--- config.mk ---
export PLATFORM = sky130hd
export DESIGN_NAME = serial_write_port
export DESIGN_NICKNAME = d
export VERILOG_FILES = /design/src/serial_port_pkg.sv /design/src/serial_write_port.sv
export SDC_FILE = /design/constraint.sdc
export NUM_CORES = 1
export LEC_CHECK = 0
export BUFFER_PORTS_ARGS = -buffer_cell sky130_fd_sc_hd__buf_2
export CAP_MARGIN = 20
export CORE_ASPECT_RATIO = 1.4
export CORE_MARGIN = 5
export CORE_UTILIZATION = 40
export CTS_BUF_LIST = sky130_fd_sc_hd__clkbuf_4 sky130_fd_sc_hd__clkbuf_8 sky130_fd_sc_hd__clkbuf_16
export DETAILED_ROUTE_END_ITERATION = 10
export HOLD_SLACK_MARGIN = 0.12
export PLACE_DENSITY_LB_ADDON = 0.05
export SLEW_MARGIN = 20
export SYNTH_ARGS = -nofsm -noshare
export SYNTH_HDL_FRONTEND = slang
export SYNTH_SLANG_ARGS = --single-unit
--- constraint.sdc ---
create_clock -name CLK_SYS -period 2.63 [get_ports CLK_SYS]
set_input_delay 0.263 -clock CLK_SYS [delete_from_list [all_inputs] [get_ports CLK_SYS]]
set_output_delay 0.263 -clock CLK_SYS [all_outputs]
set_load 0.1 [all_outputs]
--- src/serial_port_pkg.sv ---
package serial_port_pkg;

   // ----------------------------------------------------------------
   // Frame geometry
   // ----------------------------------------------------------------
   localparam int WORD_BITS = 16;
   localparam int CNT_W = 5;
   localparam logic [CNT_W-1:0] ABORT_EDGE = 5'h0F;
   localparam logic [CNT_W-1:0] COMMIT_EDGE = 5'h10;
   localparam logic [CNT_W-1:0] CNT_MAX = 5'h1F;

   // ----------------------------------------------------------------
   // Reset values
   // ----------------------------------------------------------------
   localparam logic [WORD_BITS-1:0] WORD_RST = 16'h0000;
   localparam logic [CNT_W-1:0] CNT_RST = 5'h00;
   localparam logic [2:0] PIN_RST = 3'h3;

   // ----------------------------------------------------------------
   // Frame states
   // ----------------------------------------------------------------
   typedef enum logic [1:0] {
      ST_IDLE = 2'b01,
      ST_FRAME = 2'b10
   } state_t;

endpackage : serial_port_pkg

--- src/serial_write_port.sv ---
`timescale 1ns/1ps
module serial_write_port (
   input wire logic CLK_SYS,
   input wire logic RST_B,
   input wire logic SCLK,
   input wire logic SYNC_B,
   input wire logic DIN,
   output logic DOUT,
   output logic [serial_port_pkg::WORD_BITS-1:0] WORD,
   output logic UPDATE,
   output logic LOADED
);
   import serial_port_pkg::*;

   // ----------------------------------------------------------------
   // Pin sampling
   // ----------------------------------------------------------------
   // Bit 0 serial clock, bit 1 frame strobe, bit 2 data.
   // A level counts only once stages two and three agree, which
   // rejects a single sample caught mid-transition.
   logic [2:0] s1_q, s2_q, s3_q, f_q;
   logic [2:0] f_d;
   logic sclk_fall, sync_fall, sync_rise;

   always_comb begin
      f_d = f_q;
      for (int i = 0; i < 3; i++) begin
         if (s2_q[i] == s3_q[i]) begin
            f_d[i] = s2_q[i];
         end
      end
      sclk_fall = f_q[0] & ~f_d[0];
      sync_fall = f_q[1] & ~f_d[1];
      sync_rise = ~f_q[1] & f_d[1];
   end

   always_ff @(posedge CLK_SYS or negedge RST_B) begin
      if (!RST_B) begin
         s1_q <= PIN_RST;
         s2_q <= PIN_RST;
         s3_q <= PIN_RST;
         f_q <= PIN_RST;
      end else begin
         s1_q <= {DIN, SYNC_B, SCLK};
         s2_q <= s1_q;
         s3_q <= s2_q;
         f_q <= f_d;
      end
   end

   // ----------------------------------------------------------------
   // Frame engine
   // ----------------------------------------------------------------
   state_t state_q, state_d;
   logic [CNT_W-1:0] cnt_q, cnt_d;
   logic [WORD_BITS-1:0] sreg_q, sreg_d;
   logic [WORD_BITS-1:0] word_q, word_d;
   logic dout_q, dout_d;
   logic upd_q, upd_d;
   logic loaded_q, loaded_d;

   always_comb begin
      state_d = state_q;
      cnt_d = cnt_q;
      sreg_d = sreg_q;
      word_d = word_q;
      dout_d = dout_q;
      upd_d = 1'b0;
      loaded_d = loaded_q;
      unique case (state_q)
         ST_IDLE: begin
            dout_d = 1'b0;
            if (sync_fall) begin
               state_d = ST_FRAME;
               cnt_d = CNT_RST;
            end
         end
         ST_FRAME: begin
            if (sync_rise) begin
               state_d = ST_IDLE;
               dout_d = 1'b0;
               // Edge 15 alone is not a full word, so it is dropped too
               if (cnt_q >= COMMIT_EDGE) begin
                  word_d = sreg_q;
                  upd_d = 1'b1;
                  loaded_d = 1'b1;
               end
            end else if (sclk_fall) begin
               sreg_d = {sreg_q[WORD_BITS-2:0], f_d[2]};
               if (cnt_q >= COMMIT_EDGE) begin
                  dout_d = sreg_q[WORD_BITS-1];
               end
               // Saturate: long daisy-chain frames must not wrap to an abort
               if (cnt_q != CNT_MAX) begin
                  cnt_d = CNT_W'(cnt_q + 1'b1);
               end
            end
         end
      endcase
   end

   always_ff @(posedge CLK_SYS or negedge RST_B) begin
      if (!RST_B) begin
         state_q <= ST_IDLE;
         cnt_q <= CNT_RST;
         sreg_q <= WORD_RST;
         word_q <= WORD_RST;
         dout_q <= 1'b0;
         upd_q <= 1'b0;
         loaded_q <= 1'b0;
      end else begin
         state_q <= state_d;
         cnt_q <= cnt_d;
         sreg_q <= sreg_d;
         word_q <= word_d;
         dout_q <= dout_d;
         upd_q <= upd_d;
         loaded_q <= loaded_d;
      end
   end

   assign DOUT = dout_q;
   assign WORD = word_q;
   assign UPDATE = upd_q;
   assign LOADED = loaded_q;

   // ----------------------------------------------------------------
   // Checks
   // ----------------------------------------------------------------
   shift_in_a: assert property (
      @(posedge CLK_SYS) disable iff (!RST_B)
      (state_q == ST_FRAME && sclk_fall && !sync_rise) |=> sreg_q[0] == $past(f_d[2]))
      else $error("serial bit not shifted in");

   commit_word_a: assert property (
      @(posedge CLK_SYS) disable iff (!RST_B)
      (state_q == ST_FRAME && sync_rise && cnt_q >= COMMIT_EDGE)
      |=> UPDATE && WORD == $past(sreg_q) ##1 !UPDATE)
      else $error("full frame not committed");

   abort_hold_a: assert property (
      @(posedge CLK_SYS) disable iff (!RST_B)
      (state_q == ST_FRAME && sync_rise && cnt_q < ABORT_EDGE) |=> !UPDATE && $stable(WORD))
      else $error("aborted frame changed word");

   chain_quiet_a: assert property (
      @(posedge CLK_SYS) disable iff (!RST_B)
      DOUT |-> (state_q == ST_FRAME && cnt_q > COMMIT_EDGE))
      else $error("chain output active too early");

   chain_delay_a: assert property (
      @(posedge CLK_SYS) disable iff (!RST_B)
      (state_q == ST_FRAME && sclk_fall && !sync_rise && cnt_q >= COMMIT_EDGE)
      |=> DOUT == $past(sreg_q[WORD_BITS-1]))
      else $error("chain output not sixteen edges late");

   word_change_a: assert property (
      @(posedge CLK_SYS) disable iff (!RST_B)
      !$stable(WORD) |-> UPDATE && LOADED)
      else $error("word changed without commit");

   zero_start_a: assert property (
      @(posedge CLK_SYS) disable iff (!RST_B)
      !LOADED |-> WORD == WORD_RST)
      else $error("word nonzero before first commit");

   update_pulse_a: assert property (
      @(posedge CLK_SYS) disable iff (!RST_B)
      UPDATE |=> !UPDATE)
      else $error("update pulse longer than one cycle");

   late_abort_a: assert property (
      @(posedge CLK_SYS) disable iff (!RST_B)
      (state_q == ST_FRAME && sync_rise && cnt_q == ABORT_EDGE)
      |=> !UPDATE && $stable(WORD))
      else $error("fifteen edge frame committed");

   frame_end_a: assert property (
      @(posedge CLK_SYS) disable iff (!RST_B)
      (state_q == ST_FRAME && sync_rise) |=> state_q == ST_IDLE && !DOUT)
      else $error("frame not closed on strobe rise");

   frame_start_a: assert property (
      @(posedge CLK_SYS) disable iff (!RST_B)
      (state_q == ST_IDLE && sync_fall) |=> state_q == ST_FRAME && cnt_q == CNT_RST)
      else $error("frame not opened on strobe fall");

   idle_hold_a: assert property (
      @(posedge CLK_SYS) disable iff (!RST_B)
      (state_q == ST_IDLE && !sync_fall) |=> state_q == ST_IDLE && $stable(sreg_q))
      else $error("shift register moved outside a frame");

   idle_chain_a: assert property (
      @(posedge CLK_SYS) disable iff (!RST_B)
      state_q == ST_IDLE |=> !DOUT)
      else $error("chain output active between frames");

   count_step_a: assert property (
      @(posedge CLK_SYS) disable iff (!RST_B)
      (state_q == ST_FRAME && sclk_fall && !sync_rise && cnt_q != CNT_MAX)
      |=> cnt_q == CNT_W'($past(cnt_q) + 1'b1))
      else $error("edge count did not step");

   // A wrapped count would turn a long chain frame into an abort
   count_hold_a: assert property (
      @(posedge CLK_SYS) disable iff (!RST_B)
      (state_q == ST_FRAME && cnt_q == CNT_MAX) |=> cnt_q == CNT_MAX)
      else $error("edge count wrapped in a long frame");

   loaded_sticky_a: assert property (
      @(posedge CLK_SYS) disable iff (!RST_B)
      LOADED |=> LOADED)
      else $error("loaded flag dropped without reset");

   update_loaded_a: assert property (
      @(posedge CLK_SYS) disable iff (!RST_B)
      UPDATE |-> LOADED)
      else $error("update without loaded flag");

endmodule : serial_write_port

==> impl_metrics.json, run 1 <==
{
  "cp.arrival_ns": 2.43,
  "final_antenna_net_count": 0,
  "critPathLaunch": "cnt_q[0]",
  "fp-row-count": 30,
  "avgRoutedWirePerCell_um": 14.9,
  "power.density_nw_per_um2": 653,
  "r2r-start": "cnt_q[0]",
  "setup_viol": 0,
  "avgSynthCellArea_um2": 16.0,
  "holdWs_ns": 0.358,
  "synth-compound-area-share": 0.0357,
  "routed_wl_um": 3360,
  "path_class": "reg -> reg",
  "drt_first_pass_iters": 4,
  "placement.io_buffers": 23,
  "grt_max_degree": 30,
  "cp_max_fo": 3,
  "synth_mux_area_frac": 0.188,
  "power.share.switching": 0.230,
  "syn_nets": 134,
  "fillCellCount": 466,
  "synth_top_family_by_area": "multiplexers",
  "comb_power_share": 0.083,
  "max-cap-violations": 0,
  "tritoncts": "done",
  "crit_path_end": "cnt_q[0]",
  "tns_ns": 0,
  "cts_made_buffers": 5,
  "drc": 0,
  "r2r_cells": 6,
  "ys_seq_elements": 54,
  "clkPwrFrac": 0.296,
  "power.switching_uw": 356,
  "grt_first_pass_wirelength_um": 5810,
  "slew_violations": 0,
  "mostFrequentLayoutCells": "dfrtp_1 (45), mux2_2 (33), buf_2 (23)",
  "final_util": 0.485,
  "startpoint_type": "register",
  "area_growth_pct": 16.4,
  "initial_core_util": 0.416,
  "yosys_warnings": 0,
  "clkLatencyLatePin_ns": 0.29,
  "hold_path.class": "reg -> reg",
  "drive_above_1_share": 0.497,
  "dieArea_um2": 6630,
  "layout.nets": 167,
  "synth-xor-area-share": 0,
  "diodes": 0,
  "post_cts_buffers": 0,
  "final_common_cell": "dfrtp_1",
  "vias": 1138,
  "power_frac_seq": 0.620,
  "post_drt_via_cell_ratio": 5.06,
  "final-hold-violation-count": 0,
  "required_ns": 2.82,
  "async_reset_ff_frac": 1.00,
  "synth-edff-count": 0,
  "synth_cell_types": 29,
  "cts_resized": 0,
  "ys_seq_area_frac": 0.671,
  "period_share": 0.855,
  "cts_root_buf": "clkbuf_8",
  "pre_cts_ws_ns": 0.402,
  "hpwl_um": 2340,
  "status": "finished, final reports clean",
  "cts.sinks": 54,
  "ff2ff_setup_slack_ns": 0.38,
  "yosys.area_share.simple": 0.0647,
  "slew_headroom": 0.587,
  "fmax_ghz": 0.445,
  "cellLeakagePower_uw": 0.00123,
  "grt_pass1_vias": 1227,
  "tightestPinTransition_ns": 0.620,
  "netlist_instances": 127,
  "antenna_found_initial": 0,
  "worstReg2RegEnd": "cnt_q[0]",
  "clk_pin_slew_worst_paths_ns": 0.09,
  "grtUsageTotal": 0.112,
  "ir_drop_v": 0.000382,
  "intPower_uw": 1190,
  "skew_ns": 0.00407,
  "synth-adder-area-share": 0.0271,
  "grt_overflow_total": 0,
  "rsz0062_at_grt": "false",
  "hold_start": "s1_q[2]",
  "cts_buffer_depth": 2,
  "htree_levels": 2,
  "fp.dieW_um": 70.2,
  "die_y_um": 94.3,
  "synthFlopType": "dfrtp_1",
  "design_area_um2": 2360,
  "gp_congestion": 0.781,
  "end_kind": "register",
  "io_pins": 24,
  "core_um2": 4880,
  "layout_setup_ws_ns": 0.382,
  "placed_cell_area_um2": 2230,
  "fin_crit_ns": 2.25,
  "drtIter0Drc": 18,
  "syn_area_um2": 2030
}
[synthesized netlist by cell type, types with 3 or more instances]
library cell   n  area, um2
mux2_2        33        372
dfrtp_1       45       1130
and3_1         3       18.8
maj3_1         3       30.0
dfstp_2        9        236
[state kept, by name (all words and copies together), names as in the netlist]
signal,cells
s3_q,3
LOADED,1
state_q,2
s2_q,3
cnt_q,5
f_q,3
s1_q,3
WORD,16
sreg_q,16
DOUT,1
UPDATE,1
[power by group through the flow]
stage / registers (uW) / clock network, uW / logic [uW]
2_1_floorplan: 956 / 0 / 89.5
4_1_cts: 959 / 485 / 132
3_5_place_dp: 975 / 0 / 127
5_1_grt: 970 / 520 / 144
3_3_place_gp: 973 / 0 / 121
6_report: 958 / 458 / 129
[layer usage]
layer | track usage | vias up | wire, um
met1 | 0.133 | 580 | 1380
met5 | 0 | - | 0
li1 | - | 519 | -
met2 | 0.179 | 30 | 1700
met3 | 0.0373 | 9 | 183
met4 | 0.0639 | 0 | 103
[worst min-delay path by stage]
| stage | slack, ns | cells after the start | to |
|---|---|---|---|
| after floorplan | -0.03 | 0 | DOUT |
| after global placement | 0.30 | 1 | cnt_q[3] |
| after detailed placement | 0.31 | 1 | cnt_q[3] |
| after CTS | 0.36 | 0 | s2_q[0] |
| after global routing | 0.36 | 0 | s2_q[0] |
| final | 0.36 | 0 | s2_q[2] |
[kinds of logic after synthesis]
kind of cell,Yosys count
fa+ha+maj,5
buf+inv,5
simple gates,20
mux,34
compound gates,9
flops,54
[worst max-delay path: stages, from the launching register on]
cell	delay [ns]
dfrtp_1	0.41
ha_1	0.23
and3_1	0.16
ha_1	0.19
or4b_4	0.54
a221o_1	0.35
mux2_2	0.27
[final cells by class]
cell class,count,area (um2),share of cell area
tap,64,80.1,0.0339
sequential,54,1360,0.576
multi-input combinational,68,641,0.271
timing repair buffer,29,183,0.0772
clock inverter,1,7.51,0.00317
inverter,2,7.51,0.00317
clock buffer,7,83.8,0.0354
[per-stage QoR]
| stage | total power, uW | cells |
|---|---|---|
| 2_1_floorplan | 1050 | 127 |
| 3_3_place_gp | 1090 | 213 |
| 3_5_place_dp | 1100 | 213 |
| 4_1_cts | 1580 | 225 |
| 5_1_grt | 1630 | 225 |
| 6_report | 1540 | 225 |
[timing repair]
item,CTS,global route
endpoints found under the setup margin,0,0
hold buffers,4,0
hold endpoints to repair,24,0
Note: power is estimated with default switching activity, not from simulation.
==> run 2: changes to the inputs <==
--- a/config.mk
+++ b/config.mk
@@ -10,10 +10,11 @@
 export CORE_ASPECT_RATIO = 1.4
 export CORE_MARGIN = 5
 export CORE_UTILIZATION = 40
-export CTS_BUF_LIST = sky130_fd_sc_hd__clkbuf_4 sky130_fd_sc_hd__clkbuf_8 sky130_fd_sc_hd__clkbuf_16
+export CTS_BUF_LIST = sky130_fd_sc_hd__clkbuf_8
 export DETAILED_ROUTE_END_ITERATION = 10
 export HOLD_SLACK_MARGIN = 0.12
 export PLACE_DENSITY_LB_ADDON = 0.05
+export SETUP_SLACK_MARGIN = 0.5
 export SLEW_MARGIN = 20
 export SYNTH_ARGS = -nofsm -noshare
 export SYNTH_HDL_FRONTEND = slang
==> run 2 against run 1 <==
Via count down 1.8%. Sequential power about the same. Register-to-register slack better by 0.06 ns. Clock power down 6.6%. Sequential share of layout area down 1.2 points. Largest power group unchanged. First-iteration DRC count rose to 3.6 times the previous value. Final cell count up 1.8%. Die area unchanged. Flip-flop and latch count unchanged.
==> impl_metrics.json, run 2 (synthesized netlist as in run 1, its figures left out) <==
{
  "die_y_um": 94.3,
  "power.switching_uw": 364,
  "hpwl_um": 2220,
  "pre_cts_ws_ns": 0.398,
  "drtIter0Drc": 64,
  "path_buf_inv": 0,
  "final_common_cell": "dfrtp_1",
  "fp.dieW_um": 70.2,
  "period_share": 0.833,
  "fin_crit_ns": 2.19,
  "cts.sinks": 54,
  "path_class": "reg -> reg",
  "tritoncts": "done",
  "final-instance-count-excl-fill": 229,
  "final-hold-violation-count": 0,
  "gp_congestion": 0.658,
  "ir_drop_v": 0.000241,
  "final_antenna_net_count": 0,
  "core_um2": 4880,
  "total_power_uw": 1540,
  "cp_top_family": "simple AND/OR/NAND/NOR gates",
  "setup_viol": 0,
  "power.share.switching": 0.236,
  "slew_violations": 0,
  "tns_ns": 0,
  "clkLatencyLatePin_ns": 0.29,
  "post_drt_via_cell_ratio": 4.88,
  "fmax_ghz": 0.457,
  "cp_max_fo": 3,
  "crit_slowest_cell": "or4b_4",
  "rsz0062_at_grt": "true",
  "power_frac_seq": 0.622,
  "io_pins": 24,
  "path_cells": "ha_2 -> and3_4 -> ha_4 -> or4b_4 -> a221o_1 -> mux2_4",
  "antenna_found_initial": 0,
  "drc": 0,
  "max_stage_delay_ns": 0.52,
  "grt_pass1_vias": 1186,
  "htree_levels": 2,
  "layout.nets": 171,
  "cp.arrival_ns": 2.37,
  "routed_wl_um": 3380,
  "skew_ns": 0.00638,
  "initial_core_util": 0.416,
  "drt_first_pass_iters": 4,
  "dieArea_um2": 6630,
  "avgRoutedWirePerCell_um": 14.8,
  "end_kind": "register",
  "max-cap-violations": 0,
  "fp-row-count": 30,
  "startpoint_type": "register",
  "mostFrequentLayoutCells": "dfrtp_1 (45), mux2_2 (32), buf_2 (23)",
  "cts_buffer_depth": 2,
  "cts_made_buffers": 5,
  "required_ns": 2.81,
  "comb_power_share": 0.100,
  "grt_first_pass_wirelength_um": 5860,
  "slew_headroom": 0.674,
  "grt_max_degree": 55,
  "ff2ff_setup_slack_ns": 0.44,
  "holdWs_ns": 0.358,
  "drive_above_1_share": 0.521,
  "vias": 1118,
  "clkPwrFrac": 0.278,
  "cellLeakagePower_uw": 0.00125,
  "layout_setup_ws_ns": 0.440,
  "intPower_uw": 1180,
  "grtUsageTotal": 0.111,
  "power.density_nw_per_um2": 637,
  "grt_overflow_total": 0,
  "tightestPinTransition_ns": 0.493,
  "placement.io_buffers": 23,
  "clk_pin_slew_worst_paths_ns": 0.09,
  "dp.cells": 213,
  "diodes": 0,
  "status": "finished, final reports clean",
  "cts_root_buf": "clkbuf_8",
  "area_growth_pct": 18.9,
  "hold_path.class": "reg -> reg"
}
## run 2: changes by cell type in the layout (fill, tap and decap cells not counted), sizes merged
cell,before,now
buf,25,29
clkbuf,7,5
inv,2,4
## run 2: path summary, 6_finish.rpt
| path | from | to | depth (start not counted) |
|---|---|---|---|
| max | cnt_q[1] | cnt_q[0] | 6 |
| min | s1_q[2] | s2_q[2] | 0 |
| max reg2reg | cnt_q[1] | cnt_q[0] | 6 |
| min reg2reg | s1_q[2] | s2_q[2] | 0 |
| max in group asynchronous | RST_B | s2_q[1] | 3 |
| min in group asynchronous | RST_B | WORD[15] | 3 |
## run 2: layout make-up
class                      count  area, um2
inverter                       2       7.51
timing repair buffer          33        213
clock buffer                   5       68.8
multi-input combinational     68        669
tap                           64       80.1
sequential                    54       1360
clock inverter                 3       15.0
fill                         459       2460
## run 2: metrics by stage
| step | utilization | area (um2) |
|---|---|---|
| 2_1_floorplan | - | 2040 |
| 3_3_place_gp | 0.459 | 2240 |
| 3_5_place_dp | 0.459 | 2240 |
| 4_1_cts | 0.489 | 2380 |
| 5_1_grt | 0.495 | 2420 |
| 6_report | 0.495 | 2420 |
## run 2: power groups by stage
stage / combinational [uW] / sequential (uW) / clock, uW
final: 153 / 958 / 428
after global routing: 169 / 969 / 485
after CTS: 149 / 958 / 453
after detailed placement: 129 / 977 / 0
after global placement: 121 / 971 / 0
after floorplan: 89.8 / 956 / 0
## run 2: what timing repair did
| item | CTS | global route |
|---|---|---|
| setup endpoints to repair | 5 | 5 |
| hold buffers | 4 | 0 |
| resized for setup | 0 | 4 |
| hold endpoints to repair | 48 | 0 |
| setup buffers | 3 | 1 |
| pin swaps | 2 | 3 |
## run 2: routing by layer
layer,track usage,up-vias,routed length (um)
met2,0.179,24,1710
met1,0.138,560,1470
li1,-,530,-
met4,0.0495,0,34
met5,0,-,0
met3,0.0330,4,173
==> run 3: changes to the inputs <==
==> constraint.sdc (replaced) <==
create_clock -name CLK_SYS -period 1.9 [get_ports CLK_SYS]
set_input_delay 0.19 -clock CLK_SYS [delete_from_list [all_inputs] [get_ports CLK_SYS]]
set_output_delay 0.19 -clock CLK_SYS [all_outputs]
set_load 0.1 [all_outputs]
==> run 3 against run 2 <==
The flow now finishes with violations (negative setup slack). Combinational power grew 100%. Fmax grew 2.3%. Via count grew 12%. Power grew 46%.
==> impl_metrics.json, run 3 (synthesized netlist as in run 1, its figures left out) <==
{
  "final-hold-violation-count": 0,
  "end_kind": "register",
  "regArea_um2": 1360,
  "tightestPinTransition_ns": 0.494,
  "path_class": "reg -> reg",
  "multi_input_area_um2": 855,
  "fillCellCount": 422,
  "grt_overflow_total": 0,
  "cts_buffer_depth": 2,
  "holdWs_ns": 0.347,
  "status": "complete, but fails checks",
  "max-cap-violations": 0,
  "crit_slowest_cell": "or4b_4",
  "layout_setup_ws_ns": -0.242,
  "grt_pass1_vias": 1341,
  "drt_first_pass_iters": 5,
  "layout.nets": 192,
  "slew_violations": 0,
  "final_common_cell": "dfrtp_1",
  "ir_drop_v": 0.000497,
  "mostFrequentLayoutCells": "dfrtp_1 (45), mux2_4 (33), buf_2 (23)",
  "comb_power_share": 0.137,
  "cts_made_buffers": 5,
  "cts.sinks": 54,
  "design_area_um2": 2850,
  "power.share.switching": 0.242,
  "vias": 1249,
  "power_frac_seq": 0.594,
  "power.density_nw_per_um2": 786,
  "pre_cts_ws_ns": -0.268,
  "period_share": 1.13,
  "final_antenna_net_count": 0,
  "initial_core_util": 0.416,
  "drc": 0,
  "violations": "negative setup slack",
  "drive_above_1_share": 0.618,
  "worst-path-stages": 6,
  "htree_levels": 2,
  "skew_ns": 0.00949,
  "path_buf_inv": 0,
  "cp_top_family": "simple AND/OR/NAND/NOR gates",
  "gp_congestion": 0.892,
  "fp.dieW_um": 70.2,
  "total_power_uw": 2240,
  "avgRoutedWirePerCell_um": 16.0,
  "hpwl_um": 2440,
  "placement.io_buffers": 23,
  "max_stage_delay_ns": 0.52,
  "clkPwrFrac": 0.269,
  "core_um2": 4880,
  "slew_headroom": 0.673,
  "area_growth_pct": 40.5,
  "r2r-start": "cnt_q[0]",
  "fmax_ghz": 0.467,
  "cellLeakagePower_uw": 0.00148,
  "power.switching_uw": 542,
  "setup_viol": 5,
  "clk_pin_slew_worst_paths_ns": 0.09,
  "intPower_uw": 1700,
  "r2r_cells": 6,
  "die_y_um": 94.3,
  "clkLatencyLatePin_ns": 0.30,
  "drtIter0Drc": 61,
  "placed_cell_area_um2": 2390,
  "grt_max_degree": 38,
  "routed_wl_um": 3990,
  "final_util": 0.585,
  "antenna_found_initial": 0,
  "post_drt_via_cell_ratio": 5.00,
  "grtUsageTotal": 0.134,
  "fp-row-count": 30,
  "grt_first_pass_wirelength_um": 6850,
  "rsz0062_at_grt": "true",
  "cts_root_buf": "clkbuf_8",
  "path_cells": "ha_2 -> and3_4 -> ha_4 -> or4b_4 -> a221o_1 -> mux2_4",
  "tritoncts": "done",
  "cp_max_fo": 3,
  "diodes": 0,
  "fin_crit_ns": 2.14,
  "io_pins": 24,
  "critPathLaunch": "cnt_q[0]",
  "dieArea_um2": 6630,
  "cp.arrival_ns": 2.34,
  "hold_path.class": "in -> async",
  "startpoint_type": "register",
  "required_ns": 2.09
}
run 3: cell count changes in the layout (fill, tap and decap cells not counted), moves of 2 or more:
cell      before  now
buf_8          0    2
buf_12         1    5
mux2_4         1   33
mux2_2        32    0
buf_6          0    3
clkinv_2       0    2
buf_4          5   16
run 3: path summary, 6_finish.rpt:
path / to / slack (ns)
hold / removal: cnt_q[1] / 0.35
min in group CLK_SYS: s2_q[0] / 0.36
setup reg to reg: cnt_q[0] / -0.24
hold reg to reg: s2_q[0] / 0.36
max in group asynchronous: s1_q[1] / 0.96
setup / recovery: cnt_q[0] / -0.24
run 3: power by group through the flow:
stage                     Combinational [uW]  Clock, uW  Sequential, uW
after floorplan                          133          0            1330
after global placement                   206          0            1340
after detailed placement                 216          0            1350
after CTS                                302        637            1330
after global routing                     329        700            1350
final                                    306        604            1330
run 3: area by class of cell:
| type | instances | share of cell area |
|---|---|---|
| Sequential cell | 54 | 0.477 |
| Multi-Input combinational cell | 68 | 0.299 |
| Timing Repair Buffer | 54 | 0.164 |
| Tap cell | 64 | 0.0281 |
| Clock buffer | 5 | 0.0241 |
| Clock inverter | 3 | 0.00482 |
| Inverter | 2 | 0.00263 |
run 3: metal layers:
layer / up-vias / GRT usage / wire length (um)
met4: 0 / 0.0575 / 84
met3: 12 / 0.0394 / 202
met1: 629 / 0.171 / 1730
li1: 564 / - / -
met2: 44 / 0.211 / 1970
met5: - / 0 / 0
run 3: per-stage QoR:
step / cells / TNS (ns)
floorplan: 127 / -0.628
global placement: 223 / -0.631
detailed placement: 223 / -0.928
CTS: 250 / -0.679
global route: 250 / -0.969
finish: 250 / -0.753
run 3: worst register-to-register path, stage by stage (launching register included):
cell	delay, ns
dfrtp_1	0.40
ha_2	0.20
and3_4	0.16
ha_4	0.15
or4b_4	0.52
a221o_1	0.35
mux2_4	0.27
run 3: timing repair:
action	4_1_cts	5_1_grt
setup buffers	13	0
endpoints found under the hold margin	18	0
hold buffers	4	0
pin swaps	9	3
setup endpoints to repair	40	40
resized for setup	33	4
cloned	2	0
